[src/common/drpes_pkg.sv]
// package: constants and types for the dual radio power enable sequencer
package drpes_pkg;
    // ------------------------------------------------------------
    // timing
    // ------------------------------------------------------------
    localparam int unsigned CLK_HZ         = 200_000_000;
    localparam int unsigned POR_HOLD_MS    = 110;
    localparam int unsigned HOST_WAIT_MS   = 150;
    localparam int unsigned DISCHARGE_MS   = 10;
    // longest time fits the 32 bit counters; figures are exact at this rate
    localparam int unsigned POR_HOLD_CYC   = (CLK_HZ / 1000) * POR_HOLD_MS;
    localparam int unsigned HOST_WAIT_CYC  = (CLK_HZ / 1000) * HOST_WAIT_MS;
    localparam int unsigned DISCHARGE_CYC  = (CLK_HZ / 1000) * DISCHARGE_MS;
    localparam int unsigned CNT_W          = 32;

    // ------------------------------------------------------------
    // reset values
    // ------------------------------------------------------------
    localparam logic RST_REG_EN   = 1'b0;
    localparam logic RST_SEC_RSTN = 1'b0;

    // ------------------------------------------------------------
    // types
    // ------------------------------------------------------------
    typedef enum logic [2:0]
    {
        ST_OFF = 3'b001,
        ST_POR = 3'b010,
        ST_RUN = 3'b100
    } drpes_state_t;

    typedef struct packed
    {
        logic wlan_power_enable;
        logic radio_link_power_enable;
    } drpes_en_t;

    typedef struct packed
    {
        logic regulator_en;
        logic wlan_rst_n;
        logic radio_rst_n;
        logic por_active;
        logic host_ready;
        logic discharge_busy;
    } drpes_out_t;
endpackage : drpes_pkg

[src/logic/drpes_sync.sv]
// two flop synchroniser for the enable pins
`timescale 1ns/1ps
`default_nettype none
module drpes_sync
#(
    parameter int unsigned W = 2
)
(
    input  wire logic         mclk,
    input  wire logic         sys_rst,
    input  wire logic [W-1:0] async_in,
    output logic      [W-1:0] sync_out
);
    logic [W-1:0] meta_q;
    logic [W-1:0] meta_d;
    logic [W-1:0] sync_q;
    logic [W-1:0] sync_d;

    // ------------------------------------------------------------
    // next values; first stage read only by the second
    // ------------------------------------------------------------
    always_comb
    begin
        meta_d = async_in;
        sync_d = meta_q;
    end

    always_ff @(posedge mclk or posedge sys_rst)
    begin
        if (sys_rst)
        begin
            meta_q <= '0;
            sync_q <= '0;
        end
        else
        begin
            meta_q <= meta_d;
            sync_q <= sync_d;
        end
    end

    assign sync_out = sync_q;
endmodule // drpes_sync
`default_nettype wire

[src/logic/drpes_top.sv]
// power and reset sequencer driven by two host enable pins
// Notes on behaviour
// - regulators are on whenever either enable input is high.
// - with the wlan enable high the regulators stay on and wlan leaves reset.
// - with the wlan enable low the wlan section is held in reset.
// - with both enables low all regulators are switched off.
// - with radio enable low and wlan enable high the radio section is in reset.
// - internal power-on reset lasts at most 110 ms after supplies are up.
`timescale 1ns/1ps
`default_nettype none
module drpes_top
    import drpes_pkg::*;
#(
    parameter int unsigned POR_CYC  = drpes_pkg::POR_HOLD_CYC,
    parameter int unsigned WAIT_CYC = drpes_pkg::HOST_WAIT_CYC,
    parameter int unsigned DIS_CYC  = drpes_pkg::DISCHARGE_CYC
)
(
    input  wire logic                 mclk,
    input  wire logic                 sys_rst,
    input  wire drpes_pkg::drpes_en_t en_pins,
    output drpes_pkg::drpes_out_t     status
);
    import drpes_pkg::*;

    // ------------------------------------------------------------
    // pin synchronisation
    // ------------------------------------------------------------
    logic [1:0] en_sync;
    drpes_en_t  en_s;

    drpes_sync #(.W(2)) u_sync
    (
        .mclk     (mclk),
        .sys_rst  (sys_rst),
        .async_in (en_pins),
        .sync_out (en_sync)
    );

    assign en_s = drpes_en_t'(en_sync);

    // ------------------------------------------------------------
    // state
    // ------------------------------------------------------------
    drpes_state_t     state_q;
    drpes_state_t     state_d;
    logic [CNT_W-1:0] por_cnt_q;
    logic [CNT_W-1:0] por_cnt_d;
    logic [CNT_W-1:0] up_cnt_q;
    logic [CNT_W-1:0] up_cnt_d;
    logic [CNT_W-1:0] dis_cnt_q;
    logic [CNT_W-1:0] dis_cnt_d;
    drpes_out_t       out_q;
    drpes_out_t       out_d;
    logic             any_en;

    assign any_en = en_s.wlan_power_enable | en_s.radio_link_power_enable;

    // ------------------------------------------------------------
    // sequencer next state
    // ------------------------------------------------------------
    always_comb
    begin
        state_d   = state_q;
        por_cnt_d = por_cnt_q;
        up_cnt_d  = up_cnt_q;
        dis_cnt_d = (dis_cnt_q != '0) ? dis_cnt_q - 1'b1 : dis_cnt_q;
        unique case (state_q)
            ST_OFF:
            begin
                if (any_en)
                begin
                    // fresh hold on every cold start
                    state_d   = ST_POR;
                    por_cnt_d = '0;
                    up_cnt_d  = '0;
                end
            end
            ST_POR:
            begin
                up_cnt_d = up_cnt_q + 1'b1;
                if (!any_en)
                begin
                    state_d   = ST_OFF;
                    dis_cnt_d = CNT_W'(DIS_CYC);
                end
                else if (por_cnt_q >= CNT_W'(POR_CYC - 1))
                begin
                    state_d = ST_RUN;
                end
                else
                begin
                    por_cnt_d = por_cnt_q + 1'b1;
                end
            end
            ST_RUN:
            begin
                // saturate once the host window is reached
                if (up_cnt_q < CNT_W'(WAIT_CYC))
                begin
                    up_cnt_d = up_cnt_q + 1'b1;
                end
                if (!any_en)
                begin
                    state_d   = ST_OFF;
                    dis_cnt_d = CNT_W'(DIS_CYC);
                end
            end
        endcase
    end

    // ------------------------------------------------------------
    // output next values, all registered
    // ------------------------------------------------------------
    always_comb
    begin
        out_d.regulator_en   = (state_d != ST_OFF);
        out_d.por_active     = (state_d == ST_POR);
        // sections only leave reset once the hold is over
        out_d.wlan_rst_n     = (state_d == ST_RUN) && en_s.wlan_power_enable;
        out_d.radio_rst_n    = (state_d == ST_RUN)
                               && en_s.radio_link_power_enable;
        // advisory only; the host owns these waits
        out_d.host_ready     = (state_d == ST_RUN) && (up_cnt_d >= CNT_W'(WAIT_CYC));
        out_d.discharge_busy = (dis_cnt_d != '0);
    end

    always_ff @(posedge mclk or posedge sys_rst)
    begin
        if (sys_rst)
        begin
            state_q   <= ST_OFF;
            por_cnt_q <= '0;
            up_cnt_q  <= '0;
            dis_cnt_q <= '0;
            out_q     <= '{RST_REG_EN, RST_SEC_RSTN, RST_SEC_RSTN, 1'b0, 1'b0, 1'b0};
        end
        else
        begin
            state_q   <= state_d;
            por_cnt_q <= por_cnt_d;
            up_cnt_q  <= up_cnt_d;
            dis_cnt_q <= dis_cnt_d;
            out_q     <= out_d;
        end
    end

    assign status = out_q;

    // ------------------------------------------------------------
    // assertions
    // ------------------------------------------------------------
    a_wlan_rst_low: assert property (@(posedge mclk) disable iff (sys_rst)
        !en_s.wlan_power_enable |=> !status.wlan_rst_n)
        else $error("wlan left reset with enable low");

    a_regs_both_off: assert property (@(posedge mclk) disable iff (sys_rst)
        !any_en |=> !status.regulator_en)
        else $error("regulators on with both enables low");

    a_regs_any_on: assert property (@(posedge mclk) disable iff (sys_rst)
        any_en && state_q != ST_OFF |=> status.regulator_en)
        else $error("regulators off with an enable high");

    a_radio_rst_low: assert property (@(posedge mclk) disable iff (sys_rst)
        !en_s.radio_link_power_enable && en_s.wlan_power_enable |=> !status.radio_rst_n)
        else $error("radio left reset with its enable low");

    a_por_bounded: assert property (@(posedge mclk) disable iff (sys_rst)
        state_q == ST_POR |-> por_cnt_q < CNT_W'(POR_CYC))
        else $error("power-on hold too long");

    a_cold_start: assert property (@(posedge mclk) disable iff (sys_rst)
        state_q == ST_OFF && any_en |=> status.por_active && !status.wlan_rst_n)
        else $error("cold start skipped reset hold");

    a_wlan_release: assert property (@(posedge mclk) disable iff (sys_rst)
        state_q == ST_RUN && en_s.wlan_power_enable |=> status.wlan_rst_n
        && status.regulator_en)
        else $error("wlan not released while enabled");

    a_ready_after: assert property (@(posedge mclk) disable iff (sys_rst)
        status.host_ready |-> up_cnt_q >= CNT_W'(WAIT_CYC)
        && status.regulator_en && !status.por_active)
        else $error("host ready too early");

    // busy is loaded in the same cycle that the regulators drop
    a_discharge_start: assert property (@(posedge mclk) disable iff (sys_rst)
        $fell(status.regulator_en) |-> status.discharge_busy == (DIS_CYC != 0))
        else $error("discharge window not started");

    c_cold_start: cover property (@(posedge mclk) disable iff (sys_rst)
        $rose(status.por_active));
    c_run: cover property (@(posedge mclk) disable iff (sys_rst)
        $rose(status.wlan_rst_n));
    c_ready: cover property (@(posedge mclk) disable iff (sys_rst)
        $rose(status.host_ready));
    c_off: cover property (@(posedge mclk) disable iff (sys_rst)
        $fell(status.regulator_en));
endmodule // drpes_top
`default_nettype wire

[config.mk]
export PLATFORM = sky130hd
export DESIGN_NAME = drpes_top
export DESIGN_NICKNAME = d
export VERILOG_FILES = /design/src/common/drpes_pkg.sv /design/src/logic/drpes_sync.sv /design/src/logic/drpes_top.sv
export SDC_FILE = /design/constraint.sdc
export NUM_CORES = 1
export LEC_CHECK = 0
export BUFFER_PORTS_ARGS = -buffer_cell sky130_fd_sc_hd__buf_2
export CORE_ASPECT_RATIO = 0.7
export CORE_MARGIN = 3
export CORE_UTILIZATION = 35
export CTS_BUF_LIST = sky130_fd_sc_hd__clkbuf_4
export DETAILED_ROUTE_END_ITERATION = 8
export GPL_TIMING_DRIVEN = 0
export PLACE_DENSITY_LB_ADDON = 0.05
export SLEW_MARGIN = 10
export SYNTH_ARGS = -nofsm -noshare
export SYNTH_HDL_FRONTEND = slang
export SYNTH_HIERARCHICAL = 1
export SYNTH_SLANG_ARGS = --single-unit
[constraint.sdc]
create_clock -name mclk -period 4.6 [get_ports mclk]
set_input_delay 0.23 -clock mclk [delete_from_list [all_inputs] [get_ports mclk]]
set_output_delay 0.23 -clock mclk [all_outputs]
set_load 0.1 [all_outputs]
# Word-level counts from Yosys, hierarchy flattened
# Index checks and enable logic that the tools add are counted.
# op_classes
add_sub_neg	3
multipliers	0
div	0
magnitude_cmp	3
n_eq_ne	9
n_shift	0
muxes	15
n_bitwise	1
reduce_logical	8
# ops
operator	count
2-to-1 mux 32 bit	8
one-hot mux 32 bit (3 select lines)	1
adder 32 x 1 -> 32 bit, second input constant	2
greater-or-equal comparator 32 x 25 -> 1 bit, second input constant	2
one-hot mux 32 bit (2 select lines)	1
nonzero test 32 bit	2
less-than comparator 32 x 25 -> 1 bit, second input constant	1
subtractor 32 x 1 -> 32 bit, second input constant	1
2-to-1 mux 3 bit	4
one-hot mux 3 bit (3 select lines)	1
equality test 3 x 2 -> 1 bit, second input constant	2
equality test 3 bit, second input constant	2
inequality test 2 bit, second input constant	3
AND reduction 4 bit	1
equality test 3 x 1 -> 1 bit, second input constant	1
logical AND 1 bit	3
inequality test 3 x 1 -> 1 bit, second input constant	1
nonzero test 2 bit	1
OR reduction 2 bit	1
OR 1 bit	1
# word_totals
regBits	109
latchBits	0
ram_bits	0
rom_bits	0
elab_cells	51
n_memories	0

# Longest topological paths before layout
# logic_depth
ltp_word	6
ltp_mapped	12
mapped_depth_nobuf	11

# Hierarchy
# The synthesis kept the hierarchy.
# by_module_without_submodules
mod	n_inst	cells_each	area_per_inst_um2	seq_area_each_um2
drpes_top	1	611	5521.5	2628.8
drpes_sync	1	5	103.8	100.1

# Least setup slack after synthesis
# Ideal clock, no wire load.
# synth_path
path_kind	reg-to-reg
startpoint	reg por_cnt_q[0]
endpoint	reg por_cnt_q[19]
setup_time_ns	0.132
arrival_ns	2.595
required_ns	4.468
path_slack_ns	1.873
stages_incl_launch_ff	10
path_buffers	0
synth_period_minus_slack_ns	2.727
path_cell_list	dfrtp_1 ha_1 a41o_1 a2111oi_2 o41ai_2 a2111oi_4 nor2_2 or4b_1 xor2_1 nor2_1
# synth_between
elab_chain_len	4
# synth_rtl
element	line	source
from (decl)	drpes_top.sv:47	logic [CNT_W-1:0] por_cnt_q;
from (signal assigned)	drpes_top.sv:141	por_cnt_q <= por_cnt_d;
adder 32 x 1 -> 32 bit	drpes_top.sv:93	por_cnt_d = por_cnt_q + 1'b1;
2-to-1 mux 32 bit	drpes_top.sv:87	else if (por_cnt_q >= CNT_W'(POR_CYC - 1))
2-to-1 mux 32 bit	drpes_top.sv:82	if (!any_en)
one-hot mux 32 bit (2 select lines)	drpes_top.sv:68	unique case (state_q)
# Several ways; a longest one is shown, not always the timed one. The select of a mux whose other input is x is not followed.
# A chain may end at the register's enable or synchronous reset.

==> impl_metrics.ini <==
[detailed_routing]
avgViaCountPerCell = 5.43
drtIter0Drc = 369
ant_nets = 0
drt_first_pass_iters = 5
vias = 4588
drc = 0
wire_per_inst_um = 16.3
routed_wl_um = 13800

[synth]
synth_area_leaders = dfrtp_1 48%, nor2_1 6.4%, xor2_1 4.4%
syn-cell-area_um2 = 5630
netlist_instances = 616
synth-main-ff-cell = dfrtp_1
syn_nets = 624
synth.distinct_cells = 60
synth_area_leader_cell = dfrtp_1
synth_edf_count = 0
synth_top_area_frac = 0.480
ys_async_sr_fraction = 1.00
seq_area_frac_synth = 0.485
ys_seq_elements = 109
synth.avg_cell_area_um2 = 9.13
synth_warnings = 6

[power_and_ir_drop]
vdd_ir_drop_max_v = 0.000168
power.leakage_nw = 2.56
powerDensity_nw_per_um2 = 387

[final_layout]
multi_input_area_um2 = 2790
fillCellCount = 1586
final_layout_size_suffix_gt1_frac = 0.0636
nets = 648
fin_cells = 845
regArea_um2 = 2730
diodes = 0
final_cell_mix = 108 x dfrtp_1, 96 x nor2_1, 48 x nand2_1, 42 x nand3_1, 39 x o21ai_0
mostFrequentLayoutCell = dfrtp_1
syn2layout_area_growth_pct = 8.70

[floorplanning]
io_pins = 10
die_area_um2 = 17700
fp.dieH_um = 112
placeableCoreArea_um2 = 15600
die_x_um = 158
rows = 38
floorplan.initialDensity = 0.361

[placement]
dp_hpwl_um = 9920
gp_congestion = 0.857
portBuffers = 9
dp_cells = 826

[timing]
min_period_ps = 3650
post-route-period-util = 0.793
worst_clock_skew_ps = 18.6
max_slew_margin = 0.280
fmax_mhz = 274
hold_violations = 0
rsz0062_at_grt = false
setup_tns_ps = 0
final_max_slew_viol_count = 0
tightest_slew_ps = 1070
setup_violations = 0

[clocking]
numCtsBuffers = 9
clock_tree.root_cell = clkbuf_4
clk_pin_slew_ps = 180
cts.htree.levels = 3
cts_tree = done
clockBufferDepth = 2
cts_resized = 0
insertion_delay_ps = 500
cts.sinks = 109

[global_route]
grt_overflow_total = 0
grt_pass1_vias = 4408
track_usage = 0.167
grt_max_degree = 82
grt_pass1_wl_um = 23300
antenna_found_initial = 0

[critical_path]
crit_start = dis_cnt_q[8]$_DFF_PP0_
cp-endpoint = status[0]$_DFF_PP0_
ff2ff_path_depth = 10
timing.rr.end = status[0]$_DFF_PP0_
required_ps = 4980
critPathCaptureType = flip-flop
critical_path_arrival_ps = 4020
crit_type = reg -> reg
start_kind = flip-flop
rrSetupSlack_ps = 950
r2r-start = dis_cnt_q[8]$_DFF_PP0_
path_max_fanout = 10

[worst_hold_path]
hp-class = in -> async

[run_status]
status = finished, final reports clean

[run]
drv_cap = 0
==> cell type report <==
| cell class | instances | area share |
|---|---|---|
| Multi-Input combinational cell | 479 | 0.456 |
| Sequential cell | 109 | 0.446 |
| Tap cell | 200 | 0.0409 |
| Timing Repair Buffer | 13 | 0.0168 |
| Clock buffer | 10 | 0.0123 |
| Buffer | 18 | 0.0117 |
| Clock inverter | 6 | 0.00921 |
| Inverter | 10 | 0.00696 |
==> worst max-delay path, stage by stage (launching register included) <==
cell and delay [ps]:
dfrtp_1 390, buf_2 160, nor4_2 380, nand3_1 340, nor4_1 560, nand2b_1 250
nand3b_1 330, clkbuf_1 390, nand4_1 220, nor4_1 330, nand4_1 170
==> synthesized netlist by cell type, types with 6 or more instances <==
cell      count
or3_1        10
o21ai_0      39
nor2_1       96
a31oi_1       7
nand2b_1      6
clkbuf_1     15
xor2_1       28
nand2_1      48
nor3_1       29
a21oi_1      21
and3_1       14
dfrtp_1     108
nor2b_1      15
xnor2_1      25
nor4_1       16
nand3_1      42
nand4_1      19
inv_1        10
==> registers in the layout, indices dropped and copies added (netlist names) <==
name and flops:
u_sync/sync_out 2, state_q 3, dis_cnt_q 32, u_sync/meta_q 2
por_cnt_q 32, up_cnt_q 32, status 6
==> layer usage <==
layer	track usage	routed length [um]	vias to the layer above
met3	0.0466	790	9
met1	0.269	7460	2227
li1	-	-	2247
met2	0.224	5450	105
met5	0	0	-
met4	0.0301	106	0
==> repair_timing <==
action | CTS | global route
buffers inserted | 0 | 0
hold buffers | 3 | 0
hold endpoints to repair | 30 | 0
==> where the power goes <==
| group | switching [mW] | internal, mW |
|---|---|---|
| sequential | 0.0893 | 1.05 |
| clock | 0.356 | 0.129 |
| combinational | 0.507 | 0.238 |
| total | 0.952 | 1.41 |
==> kinds of logic (layout without fill, tap and decap cells) <==
kind of cell,after synthesis,count (layout),share of synthesized area
and+or+nand+nor,316,316,0.279
DFF,109,109,0.485
AOI/OAI and AO/OA,103,103,0.119
xor gates and xnor gates,53,53,0.0825
buffers and inverters,28,57,0.0193
adders and majority gates,4,4,0.00890
muxes,3,3,0.00556
==> worst min path at each step <==
| stage | cells past startpoint | start | to |
|---|---|---|---|
| CTS | 3 | sys_rst | u_sync/meta_q[1]$_DFF_PP0_ |
| detailed placement | 2 | sys_rst | u_sync/meta_q[1]$_DFF_PP0_ |
| finish | 3 | sys_rst | u_sync/sync_out[1]$_DFF_PP0_ |
| floorplan | 1 | sys_rst | u_sync/meta_q[0]$_DFF_PP0_ |
| global route | 3 | sys_rst | u_sync/meta_q[1]$_DFF_PP0_ |
| global placement | 2 | sys_rst | u_sync/meta_q[1]$_DFF_PP0_ |
==> metrics by stage <==
stage / util / hold WS (ps) / power [mW] / worst slack (ps) / cell area [um2]
floorplan: - / -3.92 / 1.67 / 1610 / 5630
global route: 0.392 / 101 / 2.55 / 442 / 6110
detailed placement: 0.382 / 160 / 1.89 / 945 / 5950
finish: 0.392 / 160 / 2.37 / 954 / 6110
global placement: 0.380 / 119 / 1.88 / 150 / 5920
CTS: 0.392 / 104 / 2.39 / 880 / 6110
Note: power is estimated with default switching activity, not from simulation.
